==> config.mk <==
export PLATFORM = sky130hd
export DESIGN_NAME = pgc_top
export DESIGN_NICKNAME = d
export VERILOG_FILES = /design/src/shared/pgc_pkg.sv /design/src/hdl/pgc_scroll.sv /design/src/hdl/pgc_top.sv
export SDC_FILE = /design/constraint.sdc
export NUM_CORES = 2
export LEC_CHECK = 0
export ABC_AREA = 1
export BUFFER_PORTS_ARGS = -buffer_cell sky130_fd_sc_hd__clkbuf_2
export CORE_UTILIZATION = 48
export DETAILED_ROUTE_END_ITERATION = 8
export PLACE_DENSITY = 0.72
export REMOVE_ABC_BUFFERS = 1
export SYNTH_ARGS = -nofsm -noshare
export SYNTH_HDL_FRONTEND = slang
export SYNTH_HIERARCHICAL = 1
export SYNTH_SLANG_ARGS = --single-unit
==> constraint.sdc <==
create_clock -name i_sys_clk -period 2.7 [get_ports i_sys_clk]
set_input_delay 0.54 -clock i_sys_clk [delete_from_list [all_inputs] [get_ports i_sys_clk]]
set_output_delay 0.54 -clock i_sys_clk [all_outputs]
set_load 0.05 [all_outputs]
==> src/shared/pgc_pkg.sv <==
// package: register map, field layout and carrier types of the pattern generator control
//
// How it works
// - colour-invert bit set inverts the colour output; clear passes it through
// - auto-scroll set steps to next enabled pattern each frame period
// - 8-bit read-write indirect index register, reset zero, selects target
// - indirect data write stores the value into the indexed internal register
// - indirect data read returns the contents of the indexed internal register
package pgc_pkg;

  ////////////////////////////////////////////////////////////////////////////
  // register indices; byte address is four times the index
  localparam logic [7:0] IDX_FRAME_PERIOD = 8'h64;
  localparam logic [7:0] IDX_CONFIG       = 8'h65;
  localparam logic [7:0] IDX_IND_INDEX    = 8'h66;
  localparam logic [7:0] IDX_IND_VALUE    = 8'h67;
  localparam logic [7:0] IDX_ENABLE_MASK  = 8'h68;
  localparam logic [7:0] IDX_STATUS       = 8'h69;

  ////////////////////////////////////////////////////////////////////////////
  // reset values
  localparam logic [7:0] RST_CONFIG       = 8'h00;
  localparam logic [7:0] RST_IND_INDEX    = 8'h00;
  localparam logic [7:0] RST_IND_VALUE    = 8'h00;
  localparam logic [7:0] RST_FRAME_PERIOD = 8'h01;
  localparam logic [7:0] RST_ENABLE_MASK  = 8'hff;

  ////////////////////////////////////////////////////////////////////////////
  // field positions inside the configuration byte
  localparam int CFG_AUTO_SCROLL_BIT = 0;
  localparam int CFG_INVERT_BIT      = 1;
  localparam int CFG_TIMING_SEL_BIT  = 2;
  localparam int CFG_EXT_CLK_BIT     = 3;
  localparam int CFG_MODE18_BIT      = 4;
  localparam int CFG_CUSTOM_CB_BIT   = 5;
  localparam int CFG_CB_SCALE_BIT    = 6;

  // configuration byte, bit 7 reserved and read as zero
  typedef struct packed {
    logic reserved;
    logic cb_scale;
    logic custom_cb;
    logic mode18;
    logic ext_clk;
    logic timing_sel;
    logic invert;
    logic auto_scroll;
  } pgc_cfg_t;

  // one apb request as seen by the slave
  typedef struct packed {
    logic        sel;
    logic        enable;
    logic        write;
    logic [11:0] addr;
    logic [31:0] wdata;
  } pgc_apb_req_t;

endpackage : pgc_pkg

==> src/hdl/pgc_scroll.sv <==
// auto-scroll sequencer: counts frames and steps through enabled patterns
`timescale 1ns/10ps
module pgc_scroll #(
  parameter int N_PAT = 8,
  parameter int SEL_W = 3
) (
  // clock and reset
  input  wire logic             i_sys_clk,
  input  wire logic             i_rstn,
  // control
  input  wire logic             i_auto_scroll,
  input  wire logic             i_frame_start,
  input  wire logic [7:0]       i_frame_period,
  input  wire logic [N_PAT-1:0] i_enable_mask,
  // current pattern
  output logic      [SEL_W-1:0] o_pattern_sel
);

  logic [SEL_W-1:0] sel_q, sel_d;
  logic [7:0]       frames_q, frames_d;
  logic [SEL_W-1:0] next_sel;
  logic             found;
  logic [7:0]       period;

  // a period of zero behaves as one frame, so the counter never wraps forever
  assign period = (i_frame_period == 8'h00) ? 8'h01 : i_frame_period;

  // search forward from the current pattern for the next enabled one
  always_comb
  begin
    logic [SEL_W-1:0] cand;
    cand     = '0;
    next_sel = sel_q;
    found    = 1'b0;
    for (int k = 1; k <= N_PAT; k++)
    begin
      cand = SEL_W'((int'(sel_q) + k) % N_PAT);
      if (!found && i_enable_mask[cand])
      begin
        next_sel = cand;
        found    = 1'b1;
      end
    end
  end

  // frame counting and pattern stepping
  always_comb
  begin
    sel_d    = sel_q;
    frames_d = frames_q;
    if (!i_auto_scroll)
    begin
      frames_d = 8'h00; // hold pattern, restart timing on next enable
    end
    else if (i_frame_start)
    begin
      if (frames_q + 8'h01 >= period)
      begin
        frames_d = 8'h00;
        sel_d    = next_sel;
      end
      else
      begin
        frames_d = frames_q + 8'h01;
      end
    end
  end

  always_ff @(posedge i_sys_clk or negedge i_rstn)
  begin
    if (!i_rstn)
    begin
      sel_q    <= '0;
      frames_q <= 8'h00;
    end
    else
    begin
      sel_q    <= sel_d;
      frames_q <= frames_d;
    end
  end

  assign o_pattern_sel = sel_q;

  a_scroll_hold : assert property (@(posedge i_sys_clk) disable iff (!i_rstn)
    !i_auto_scroll |=> $stable(sel_q))
    else $error("pattern changed while auto-scroll is off");

  a_scroll_step : assert property (@(posedge i_sys_clk) disable iff (!i_rstn)
    (i_auto_scroll && i_frame_start && (frames_q + 8'h01 >= period) && found)
    |=> sel_q == $past(next_sel))
    else $error("pattern did not step at end of frame period");

endmodule : pgc_scroll

==> src/hdl/pgc_top.sv <==
// pattern generator control: apb register file, indirect register space, colour path
`timescale 1ns/10ps
module pgc_top #(
  parameter int N_PAT   = 8,
  parameter int SEL_W   = 3,
  parameter int PIX_W   = 24,
  parameter int IND_DEP = 256
) (
  // clock and reset
  input  wire logic             i_sys_clk,
  input  wire logic             i_rstn,
  // apb slave
  input  wire logic             i_psel,
  input  wire logic             i_penable,
  input  wire logic             i_pwrite,
  input  wire logic [11:0]      i_paddr,
  input  wire logic [31:0]      i_pwdata,
  output logic                  o_pready,
  output logic      [31:0]      o_prdata,
  output logic                  o_pslverr,
  // video path
  input  wire logic             i_frame_start,
  input  wire logic [PIX_W-1:0] i_pixel_rgb,
  output logic      [PIX_W-1:0] o_pixel_rgb,
  // generator controls
  output pgc_pkg::pgc_cfg_t     o_cfg,
  output logic      [SEL_W-1:0] o_pattern_sel
);

  ////////////////////////////////////////////////////////////////////////////
  // bus request decode

  pgc_pkg::pgc_apb_req_t req;
  logic [7:0]            reg_idx;
  logic                  setup_ph;
  logic                  access_ph;
  logic                  wr_commit;
  logic                  mapped;

  // gather the bus into one carrier
  assign req = '{sel: i_psel, enable: i_penable, write: i_pwrite,
                 addr: i_paddr, wdata: i_pwdata};

  // register index is the word address; low two bits ignored
  assign reg_idx   = req.addr[9:2];
  assign setup_ph  = req.sel && !req.enable;
  assign access_ph = req.sel && req.enable;
  // a write takes effect only at the edge where pready is seen high
  assign wr_commit = access_ph && o_pready && req.write && mapped;

  // upper address bits must be zero for a hit
  always_comb
  begin
    mapped = 1'b0;
    if (req.addr[11:10] == 2'b00)
    begin
      unique case (reg_idx)
        pgc_pkg::IDX_FRAME_PERIOD,
        pgc_pkg::IDX_CONFIG,
        pgc_pkg::IDX_IND_INDEX,
        pgc_pkg::IDX_IND_VALUE,
        pgc_pkg::IDX_ENABLE_MASK,
        pgc_pkg::IDX_STATUS:       mapped = 1'b1;
        default:                   mapped = 1'b0;
      endcase
    end
  end

  ////////////////////////////////////////////////////////////////////////////
  // software-visible registers

  pgc_pkg::pgc_cfg_t  cfg_q, cfg_d;
  logic [7:0]         ind_index_q, ind_index_d;
  logic [7:0]         ind_value_q, ind_value_d;
  logic [7:0]         frame_period_q, frame_period_d;
  logic [N_PAT-1:0]   enable_mask_q, enable_mask_d;

  // next values of the plain registers
  always_comb
  begin
    cfg_d          = cfg_q;
    ind_index_d    = ind_index_q;
    ind_value_d    = ind_value_q;
    frame_period_d = frame_period_q;
    enable_mask_d  = enable_mask_q;
    if (wr_commit)
    begin
      unique case (reg_idx)
        pgc_pkg::IDX_CONFIG:
        begin
          cfg_d          = pgc_pkg::pgc_cfg_t'(req.wdata[7:0]);
          cfg_d.reserved = 1'b0; // reserved bit never stores
        end
        pgc_pkg::IDX_IND_INDEX:    ind_index_d    = req.wdata[7:0];
        pgc_pkg::IDX_IND_VALUE:    ind_value_d    = req.wdata[7:0];
        pgc_pkg::IDX_FRAME_PERIOD: frame_period_d = req.wdata[7:0];
        pgc_pkg::IDX_ENABLE_MASK:  enable_mask_d  = req.wdata[N_PAT-1:0];
        default:                   ;
      endcase
    end
  end

  // the index is only ever changed by a direct write, never by an access
  always_ff @(posedge i_sys_clk or negedge i_rstn)
  begin
    if (!i_rstn)
    begin
      cfg_q          <= pgc_pkg::pgc_cfg_t'(pgc_pkg::RST_CONFIG);
      ind_index_q    <= pgc_pkg::RST_IND_INDEX;
      ind_value_q    <= pgc_pkg::RST_IND_VALUE;
      frame_period_q <= pgc_pkg::RST_FRAME_PERIOD;
      enable_mask_q  <= N_PAT'(pgc_pkg::RST_ENABLE_MASK);
    end
    else
    begin
      cfg_q          <= cfg_d;
      ind_index_q    <= ind_index_d;
      ind_value_q    <= ind_value_d;
      frame_period_q <= frame_period_d;
      enable_mask_q  <= enable_mask_d;
    end
  end

  ////////////////////////////////////////////////////////////////////////////
  // indirect register space

  // no reset on the array: it is storage, and a reset loop would cost area
  logic [7:0] ind_mem [IND_DEP];
  logic       ind_wr;

  // the write lands in the selected entry on the same edge as the bus write
  assign ind_wr = wr_commit && (reg_idx == pgc_pkg::IDX_IND_VALUE);

  always_ff @(posedge i_sys_clk)
  begin
    if (ind_wr)
    begin
      ind_mem[ind_index_q] <= req.wdata[7:0];
    end
  end

  ////////////////////////////////////////////////////////////////////////////
  // apb answer

  logic        pready_d;
  logic [31:0] prdata_d;
  logic        pslverr_d;
  logic [31:0] rd_word;
  logic [31:0] status_word;
  // current pattern from the sequencer, declared here because status reads it
  logic [SEL_W-1:0] scroll_sel;

  // status shows the pattern currently selected by the sequencer
  assign status_word = {{(32-SEL_W){1'b0}}, scroll_sel};

  // read mux, narrow registers sit in the low bits
  always_comb
  begin
    rd_word = 32'h0000_0000;
    unique case (reg_idx)
      pgc_pkg::IDX_CONFIG:       rd_word = {24'h00_0000, cfg_q};
      pgc_pkg::IDX_IND_INDEX:    rd_word = {24'h00_0000, ind_index_q};
      // read returns the live contents of the indexed entry
      pgc_pkg::IDX_IND_VALUE:    rd_word = {24'h00_0000, ind_mem[ind_index_q]};
      pgc_pkg::IDX_FRAME_PERIOD: rd_word = {24'h00_0000, frame_period_q};
      pgc_pkg::IDX_ENABLE_MASK:  rd_word = {{(32-N_PAT){1'b0}}, enable_mask_q};
      pgc_pkg::IDX_STATUS:       rd_word = status_word;
      default:                   rd_word = 32'h0000_0000;
    endcase
  end

  // answer is prepared in the setup cycle so pready and data come from flops;
  // this gives zero wait states while keeping all outputs registered
  always_comb
  begin
    pready_d  = setup_ph;
    prdata_d  = o_prdata;
    pslverr_d = 1'b0;
    if (setup_ph)
    begin
      prdata_d  = (!req.write && mapped) ? rd_word : 32'h0000_0000;
      pslverr_d = !mapped;
    end
  end

  always_ff @(posedge i_sys_clk or negedge i_rstn)
  begin
    if (!i_rstn)
    begin
      o_pready  <= 1'b0;
      o_prdata  <= 32'h0000_0000;
      o_pslverr <= 1'b0;
    end
    else
    begin
      o_pready  <= pready_d;
      o_prdata  <= prdata_d;
      o_pslverr <= pslverr_d;
    end
  end

  ////////////////////////////////////////////////////////////////////////////
  // pattern sequencer

  pgc_scroll #(
    .N_PAT (N_PAT),
    .SEL_W (SEL_W)
  ) u_scroll (
    .i_sys_clk      (i_sys_clk),
    .i_rstn         (i_rstn),
    .i_auto_scroll  (cfg_q.auto_scroll),
    .i_frame_start  (i_frame_start),
    .i_frame_period (frame_period_q),
    .i_enable_mask  (enable_mask_q),
    .o_pattern_sel  (scroll_sel)
  );

  ////////////////////////////////////////////////////////////////////////////
  // colour output and control outputs

  logic [PIX_W-1:0] pixel_d;

  // one register stage; invert takes effect on the next pixel after the write
  always_comb
  begin
    pixel_d = cfg_q.invert ? ~i_pixel_rgb : i_pixel_rgb;
  end

  always_ff @(posedge i_sys_clk or negedge i_rstn)
  begin
    if (!i_rstn)
    begin
      o_pixel_rgb   <= '0;
      o_cfg         <= pgc_pkg::pgc_cfg_t'(pgc_pkg::RST_CONFIG);
      o_pattern_sel <= '0;
    end
    else
    begin
      o_pixel_rgb   <= pixel_d;
      o_cfg         <= cfg_q;
      o_pattern_sel <= scroll_sel;
    end
  end

  ////////////////////////////////////////////////////////////////////////////
  // checks

  a_invert_path : assert property (@(posedge i_sys_clk) disable iff (!i_rstn)
    1'b1 |=> o_pixel_rgb == ($past(cfg_q.invert) ? ~$past(i_pixel_rgb)
                                                 : $past(i_pixel_rgb)))
    else $error("colour output does not follow invert setting");

  a_invert_store : assert property (@(posedge i_sys_clk) disable iff (!i_rstn)
    (wr_commit && reg_idx == pgc_pkg::IDX_CONFIG)
    |=> cfg_q.invert == $past(req.wdata[pgc_pkg::CFG_INVERT_BIT]))
    else $error("invert bit not stored");

  a_scroll_store : assert property (@(posedge i_sys_clk) disable iff (!i_rstn)
    (wr_commit && reg_idx == pgc_pkg::IDX_CONFIG)
    |=> cfg_q.auto_scroll == $past(req.wdata[pgc_pkg::CFG_AUTO_SCROLL_BIT]))
    else $error("auto-scroll bit not stored");

  a_index_store : assert property (@(posedge i_sys_clk) disable iff (!i_rstn)
    (wr_commit && reg_idx == pgc_pkg::IDX_IND_INDEX)
    |=> ind_index_q == $past(req.wdata[7:0]))
    else $error("indirect index write not stored");

  a_index_read : assert property (@(posedge i_sys_clk) disable iff (!i_rstn)
    (setup_ph && !req.write && reg_idx == pgc_pkg::IDX_IND_INDEX && mapped)
    |=> o_pready && o_prdata == {24'h00_0000, ind_index_q})
    else $error("indirect index read data wrong");

  a_index_steady : assert property (@(posedge i_sys_clk) disable iff (!i_rstn)
    !(wr_commit && reg_idx == pgc_pkg::IDX_IND_INDEX) |=> $stable(ind_index_q))
    else $error("indirect index changed without a direct write");

  a_refuse_keep : assert property (@(posedge i_sys_clk) disable iff (!i_rstn)
    (access_ph && !mapped) |=> $stable(ind_index_q) && $stable(cfg_q))
    else $error("refused access changed a register");

  a_refuse_error : assert property (@(posedge i_sys_clk) disable iff (!i_rstn)
    (setup_ph && !mapped) |=> o_pready && o_pslverr && o_prdata == 32'h0000_0000)
    else $error("refused access not flagged");

  a_value_commit : assert property (@(posedge i_sys_clk) disable iff (!i_rstn)
    ind_wr |=> ind_mem[$past(ind_index_q)] == $past(req.wdata[7:0]))
    else $error("indirect write did not reach selected entry");

  a_value_holder : assert property (@(posedge i_sys_clk) disable iff (!i_rstn)
    ind_wr |=> ind_value_q == $past(req.wdata[7:0]))
    else $error("indirect data holder not loaded");

  a_value_read : assert property (@(posedge i_sys_clk) disable iff (!i_rstn)
    (setup_ph && !req.write && reg_idx == pgc_pkg::IDX_IND_VALUE && mapped)
    |=> o_pready && o_prdata == {24'h00_0000, ind_mem[ind_index_q]})
    else $error("indirect read data wrong");

  a_ready_timing : assert property (@(posedge i_sys_clk) disable iff (!i_rstn)
    setup_ph |=> o_pready ##1 !o_pready)
    else $error("access not answered in one cycle");

endmodule : pgc_top

=== Yosys cells after proc, flatten, opt, wreduce, memory -nomap -nowiden ===
Memory sizes are Yosys's and may differ from the RTL's.
Index checks and enable logic that the tools add are counted.
W data, S select, Z words.

* Equality and inequality tests: 7
* Add/subtract/negate cells: 9
* Bitwise logic cells: 1
* $lt $le $gt $ge: 9
* Reduce and logical (&&, ||, !) cells: 33
* Mux-type cells: 43

{| class="wikitable"
|+ Operators by type and width
! cell !! number
|-
| $eq A8 B7 Y1 const B || 6
|-
| $pmux W8 S6 || 1
|-
| $lt A3 B4 Y1 const B || 8
|-
| $mux W32 || 1
|-
| $mux W8 || 4
|-
| $bmux W1 S3 || 8
|-
| $mux W24 || 1
|-
| $mux W3 || 8
|-
| $not A24 Y24 || 1
|-
| $mux W1 || 20
|-
| $logic_and A1 B1 Y1 || 14
|-
| $add A3 B3 Y3 const B || 4
|-
| $logic_not A1 Y1 || 10
|-
| $add A8 B1 Y8 const B || 1
|-
| $ge A8 B8 Y1 || 1
|-
| $logic_not A8 Y1 || 1
|-
| $reduce_and A2 Y1 || 4
|-
| $reduce_bool A8 Y1 || 1
|-
| $add A3 B1 Y3 const B || 2
|-
| $add A3 B2 Y3 const B || 2
|-
| $reduce_or A6 Y1 || 1
|-
| $reduce_and A4 Y1 || 1
|-
| $logic_not A2 Y1 || 1
|-
| $ne A2 B2 Y1 const B || 1
|}

* Input port bits: 74
* Memories: 1
* Bits in registers: 110
* Bits in writable memories: 2048
* Output and inout bits: 69
* Logic and storage cells: 127

{| class="wikitable"
|+ Memories
! memory !! words !! bits a word !! read ports !! clocked after Yosys merged registers in !! write ports !! RTL line !! text
|-
| ind_mem || 256 || 8 || 1 || 0 || 1 || pgc_top.sv:128 || <nowiki>logic [7:0] ind_mem [IND_DEP];</nowiki>
|}

=== Depth between registers and ports, before layout ===
* Word-level depth: 26
* Gate-level depth with buffers: 19

=== Hierarchy ===
The synthesis kept the hierarchy.

{| class="wikitable"
|+ By module, submodules not included
! module !! seq. area each (um^2) !! cells an instance !! area each (um^2) !! instances
|-
| pgc_top || 63387.0 || 8300 || 87826.7 || 1
|-
| pgc_scroll || 275.3 || 223 || 1433.9 || 1
|}

=== Worst setup path after synthesis ===
No wires, ideal clock.

* Kind: in2reg
* Start: input port i_paddr[6]
* End: memory ind_mem[56][0] (enable)
* Path slack: -0.217 ns
* Data arrival time: 2.546 ns
* Stages on the path: 13
* Library setup time: 0.370 ns
* Cell sequence: nor2_1 -> and3_2 -> inv_2 -> nor3_4 -> nor2_2 -> nor3_2 -> inv_2 -> nor2_4 -> nand4_4 -> nor2_4 -> nand2_4 -> buf_6 -> nor2_1

* Cells in the longest elaborated chain, start to end: 8
* Elaborated cells on any way between the ends: 13
* Classes of those cells: eq/ne: 6; mux: 4; reduce/logical: 3

{| class="wikitable"
|+ RTL lines
! item !! RTL line !! text
|-
| start: declaration || pgc_top.sv:16 || <nowiki>input wire logic [11:0] i_paddr,</nowiki>
|-
| $eq A8 B7 Y1, on equally long branches || pgc_top.sv:57, pgc_top.sv:132 ||
|-
| $reduce_or A6 Y1 || pgc_top.sv:57 || <nowiki>unique case (reg_idx)</nowiki>
|-
| $mux W1 || pgc_top.sv:57 ||
|-
| $mux W1 || pgc_top.sv:55 || <nowiki>if (req.addr[11:10] == 2'b00)</nowiki>
|-
| $logic_and A1 B1 Y1 || pgc_top.sv:49 || <nowiki>assign wr_commit = access_ph && o_pready && req.write && mapped;</nowiki>
|-
| $logic_and A1 B1 Y1 * || pgc_top.sv:132 || <nowiki>assign ind_wr = wr_commit && (reg_idx == pgc_pkg::IDX_IND_VALUE);</nowiki>
|-
| $mux W1 * || pgc_top.sv:136 || <nowiki>if (ind_wr)</nowiki>
|-
| $mux W1 (implied by the code) * || pgc_top.sv:138 || <nowiki>ind_mem[ind_index_q] <= req.wdata[7:0];</nowiki>
|-
| end: declaration || pgc_top.sv:128 ||
|}

Every way passes the cells marked *; elsewhere a longest branch is shown, timed or not.

=== Worst setup path after layout ===
* Start: register ind_index_q[1]
* End: register o_prdata[6]

* Cells in the longest elaborated chain, start to end: 3

{| class="wikitable"
|+ RTL lines
! item !! RTL line !! text
|-
| start: declaration || pgc_top.sv:73 || <nowiki>logic [7:0] ind_index_q, ind_index_d;</nowiki>
|-
| start signal: assignment || pgc_top.sv:109 || <nowiki>ind_index_q <= pgc_pkg::RST_IND_INDEX;</nowiki>
|-
| start signal: assignment || pgc_top.sv:117 || <nowiki>ind_index_q <= ind_index_d;</nowiki>
|-
| $mem_v2 Z256 W8 || - ||
|-
| $pmux W8 S6 || pgc_top.sv:160 || <nowiki>unique case (reg_idx)</nowiki>
|-
| $mux W32 || pgc_top.sv:181 || <nowiki>prdata_d = (!req.write && mapped) ? rd_word : 32'h0000_0000;</nowiki>
|-
| end signal: assignment || pgc_top.sv:197 || <nowiki>o_prdata <= prdata_d;</nowiki>
|-
| end: declaration || pgc_top.sv:19 || <nowiki>output logic [31:0] o_prdata,</nowiki>
|}

Every way passes these cells.
A chain may end at the register's enable or synchronous reset.

==> key figures <==
STA
  • Fin. max-slew vios: 0
  • F_max: between 300 and 400 MHz
  • Final hold vios: 0
  • Setup violators final: 8
  • Minimum clock period: 2.86 ns
  • Worst rel slew slack: 0.520
  • Final period utilization: 1.06
  • TNS Setup: -0.836 ns
  • Worst Tran Pin Value: 0.720 ns
  • Fin Clk Skew: around 0.042 ns
  • Worst hold slack: 0.0970 ns
  • Final Worst Setup Slack: -0.163 ns
  • RSZ-0062 raised after global routing: true

Detailed routing
  • Router iterations before antenna repair: 8
  • Via count: approximately 63k
  • DRT antenna net count: 0
  • 1st-iter DRT viols: 7361
  • Routed WL: approximately 250 mm
  • Avg Vias per Cell: about 5.4
  • Remaining DRCs: 0
  • Mean routed wirelength per cell: 20.9 um

Setup path
  • Worst Path Buf+Inv: 3
  • Worst path arrival time: 3.58 ns
  • Most frequent CP cell: nand2_1
  • Cells on worst reg2reg path: 16
  • Crit. End Element: flip-flop
  • CP Launch Type: flip-flop
  • Crit Path Max Fanout: 20
  • Critical-path cell list: buf_6, buf_4, a21oi_1, o21ai_0, nand2_1, o21ai_1, nand2_4, nor2_4, buf_4, nor2_2, nor2_2, nand2_1, nand2_2, nand2_1, nand2_1, nand2_1
  • Worst reg2reg endpoint: o_prdata[6]$_DFFE_PN0P_
  • Max stage delay cell, worst path: dfrtp_4
  • Setup CP Type: flip-flop to flip-flop
  • Crit path max-delay family: simple AND/OR/NAND/NOR gates
  • Reg2Reg Launch Point: ind_index_q[1]$_DFFE_PN0P_
  • Reg2reg setup slack: -0.16 ns
  • Slowest stage delay, CP: slightly below 0.6 ns
  • Required time of the critical path: about 3.4 ns

Finish
  • Nets@finish: between 9k and 10k
  • Share of layout cells above drive strength 1: 0.153
  • Post-layout util: 0.582
  • Layout area overhead: 20.0%
  • Filler cell count: between 10k and 15k

Global routing
  • First-pass GRT wire length: ~370 mm
  • Global Route Usage Sum: 0.258
  • Initial antenna violation count: 6
  • Largest net degree at the start of global routing: 105
  • Overflow after GRT: 0
  • Number of global-route vias before repair: around 61k

Place
  • HPWL Detailed: roughly 150 mm
  • Final GP Congestion: ~0.94
  • PortBufs: 91

Clock tree
  • Skew-Pair Late Insertion Delay: 0.86 ns
  • Worst-path clk slew: 0.06 ns
  • CTS tree: yes
  • CTS HTree Levels: 4
  • Clock sink count: 2134
  • CTS root buffer: clkbuf_16
  • Clk buf depth: 3
  • Cts bufs inserted: 208

Pwr
  • Maximum vdd ir drop: 0.537 mV
  • Final Power: 0.0662 W
  • Leakage: approximately 44 nW
  • Cell Pwr Density: between 600 and 700 mW/mm^2

Synth
  • Post-synth EDFFs: just over 2k
  • Cell count after synthesis: between 8k and 9k
  • Synth Cell Area: 0.0893 sq mm
  • FF+latch count, synth: 2134
  • Seq/Total Area, Yosys: 0.713
  • Main synth FF type: edfxtp_1
  • Yosys warnings: 6
  • Share of the synthesized area in the top cell type: 0.689
  • Mean Syn Cell Area: around 10 sq um
  • Dominant cells by area after synthesis: edfxtp_1, nand2_1, dfrtp_1, nor2_1, nand3_1
  • Yosys top cell by area: edfxtp_1
  • Async set or reset register ratio after synthesis: 0.0403
  • Cell variety after synth: 48

Job
  • Number of max-cap violations: 0

Die
  • Ports: roughly 140
  • Row cnt: 157
  • Die width: 433 um
  • Initial Util: 0.485
  • CORE AREA: 0.184 sq mm
  • Full die area: 0.188 sq mm
  • Die height: between 400 and 500 um

Worst hold path
  • Hold Path End: ind_mem[142][2]$_DFFE_PP_
  • Cell count of the worst hold path: 1
  • Hold_sp: i_pwdata[2]
  • Hold crit path type: input pin to flip-flop

Status
  • Failing checks: negative setup slack
  • Outcome: finished with violations
==> repair_timing <==
item                                    CTS  global route
gates cloned                             10             9
hold buffers                             28             0
pin swaps                                39            77
endpoints found under the hold margin    76             0
buffers inserted                         12            16
resized for setup                       219           233
endpoints found under the setup margin  550           729
==> power breakdown <==
group | total, W | internal (W) | switching (W)
Combinational | 0.00107 | 0.000195 | 0.000875
Sequential | 0.0363 | 0.0363 | 0.00000630
Clock | 0.0288 | 0.0163 | 0.0125
Total | 0.0662 | 0.0528 | 0.0134
==> logic make-up after synthesis <==
logic type,count (synthesis),share of synthesized area
DFF,2134,0.713
buffers and inverters,529,0.0262
and+or+nand+nor,5561,0.241
xor gates and xnor gates,30,0.00294
other,1,0.0000420
AOI/OAI and AO/OA,257,0.0152
adders and majority gates,11,0.00154
==> worst max path at each step <==
stage | from | endpoint | depth (start not counted)
2_1_floorplan | ind_index_q[0]$_DFFE_PN0P_ | ind_mem[102][0]$_DFFE_PP_ | 3
3_5_place_dp | ind_index_q[0]$_DFFE_PN0P_ | o_prdata[1]$_DFFE_PN0P_ | 16
3_3_place_gp | ind_index_q[0]$_DFFE_PN0P_ | o_prdata[1]$_DFFE_PN0P_ | 16
6_report | ind_index_q[1]$_DFFE_PN0P_ | o_prdata[6]$_DFFE_PN0P_ | 16
5_1_grt | ind_index_q[0]$_DFFE_PN0P_ | o_prdata[6]$_DFFE_PN0P_ | 21
4_1_cts | ind_index_q[0]$_DFFE_PN0P_ | o_prdata[6]$_DFFE_PN0P_ | 21
==> metrics by stage <==
step,instance area [sq um],instances,worst slack (ns)
global route,107000,11827,-0.241
finish,107000,11828,-0.163
detailed placement,98100,11376,-0.697
floorplan,87300,8097,-37.32
global placement,98100,11376,-0.675
CTS,106000,11811,-0.124
==> worst reg2reg max path, delay by kind of cell (launching register included) <==
kind,cells,cell delay (ns)
AOI/OAI and AO/OA,3,0.52
buffers and inverters,3,0.66
DFF,1,0.58
and+or+nand+nor,10,0.96
==> state kept, by name, indices dropped and copies added (netlist names), 3 cells and up <==
| name | cells |
|---|---|
| ind_mem | 2048 |
| o_pixel_rgb | 24 |
| enable_mask_q | 8 |
| frame_period_q | 8 |
| ind_index_q | 8 |
| o_prdata | 8 |
| u_scroll/frames_q | 8 |
| cfg_q | 7 |
| o_cfg | 7 |
| o_pattern_sel | 3 |
| u_scroll/o_pattern_sel | 3 |
==> synth_stat cells, types with 7 or more instances <==
cell      instances
nand2_1        4903
edfxtp_1       2048
nor2_1          352
clkbuf_1        268
nand3_1         231
o21ai_0         197
buf_2           124
dfrtp_1          77
inv_1            66
a21oi_1          37
xor2_1           29
buf_4            25
buf_1            20
nand2_2          16
nor2_2           14
buf_6            13
nand2_4          13
ha_1             11
dfstp_2           9
a221oi_1          8
inv_2             7
==> placed cells by master (no fill, tap or decap), types with 28 or more instances in the layout <==
master         netlist  layout
nand2_1           4903    4811
edfxtp_1          2048    2048
buf_4               25     538
nor2_1             352     297
nand3_1            231     223
clkbuf_16            0     221
buf_12               0     140
nand2_2             16      96
o21ai_0            197      91
clkbuf_2             0      82
dfrtp_1             77      75
inv_1               66      63
o21ai_1              4      63
clkinv_1             4      52
nor2_2              14      49
buf_6               13      47
o21ai_2              0      43
clkbuf_1           268      43
clkinv_2             1      38
a21oi_1             37      37
xor2_1              29      29
dlygate4sd3_1        0      28
==> cell type report <==
cell class | instances | area, sq um | share of cell area
flip-flops and latches | 2134 | 63700 | 0.595
diodes | 2 | 5.00 | 0.0000467
multi-input cells | 5884 | 24200 | 0.226
repair inverters | 1 | 8.76 | 0.0000818
inverters | 79 | 345 | 0.00323
well taps | 2464 | 3080 | 0.0288
repair buffers | 877 | 9010 | 0.0842
clock inverters | 127 | 1240 | 0.0116
clock buffers | 260 | 5540 | 0.0517
==> routing by layer <==
layer | share of wire | vias up | track usage
met5 | 0.00017 | - | 0
met4 | 0.045 | 6 | 0.112
met3 | 0.10 | 592 | 0.0482
met2 | 0.47 | 3241 | 0.423
met1 | 0.38 | 30333 | 0.336
li1 | - | 29313 | -
(Power assumes the default switching activity.)
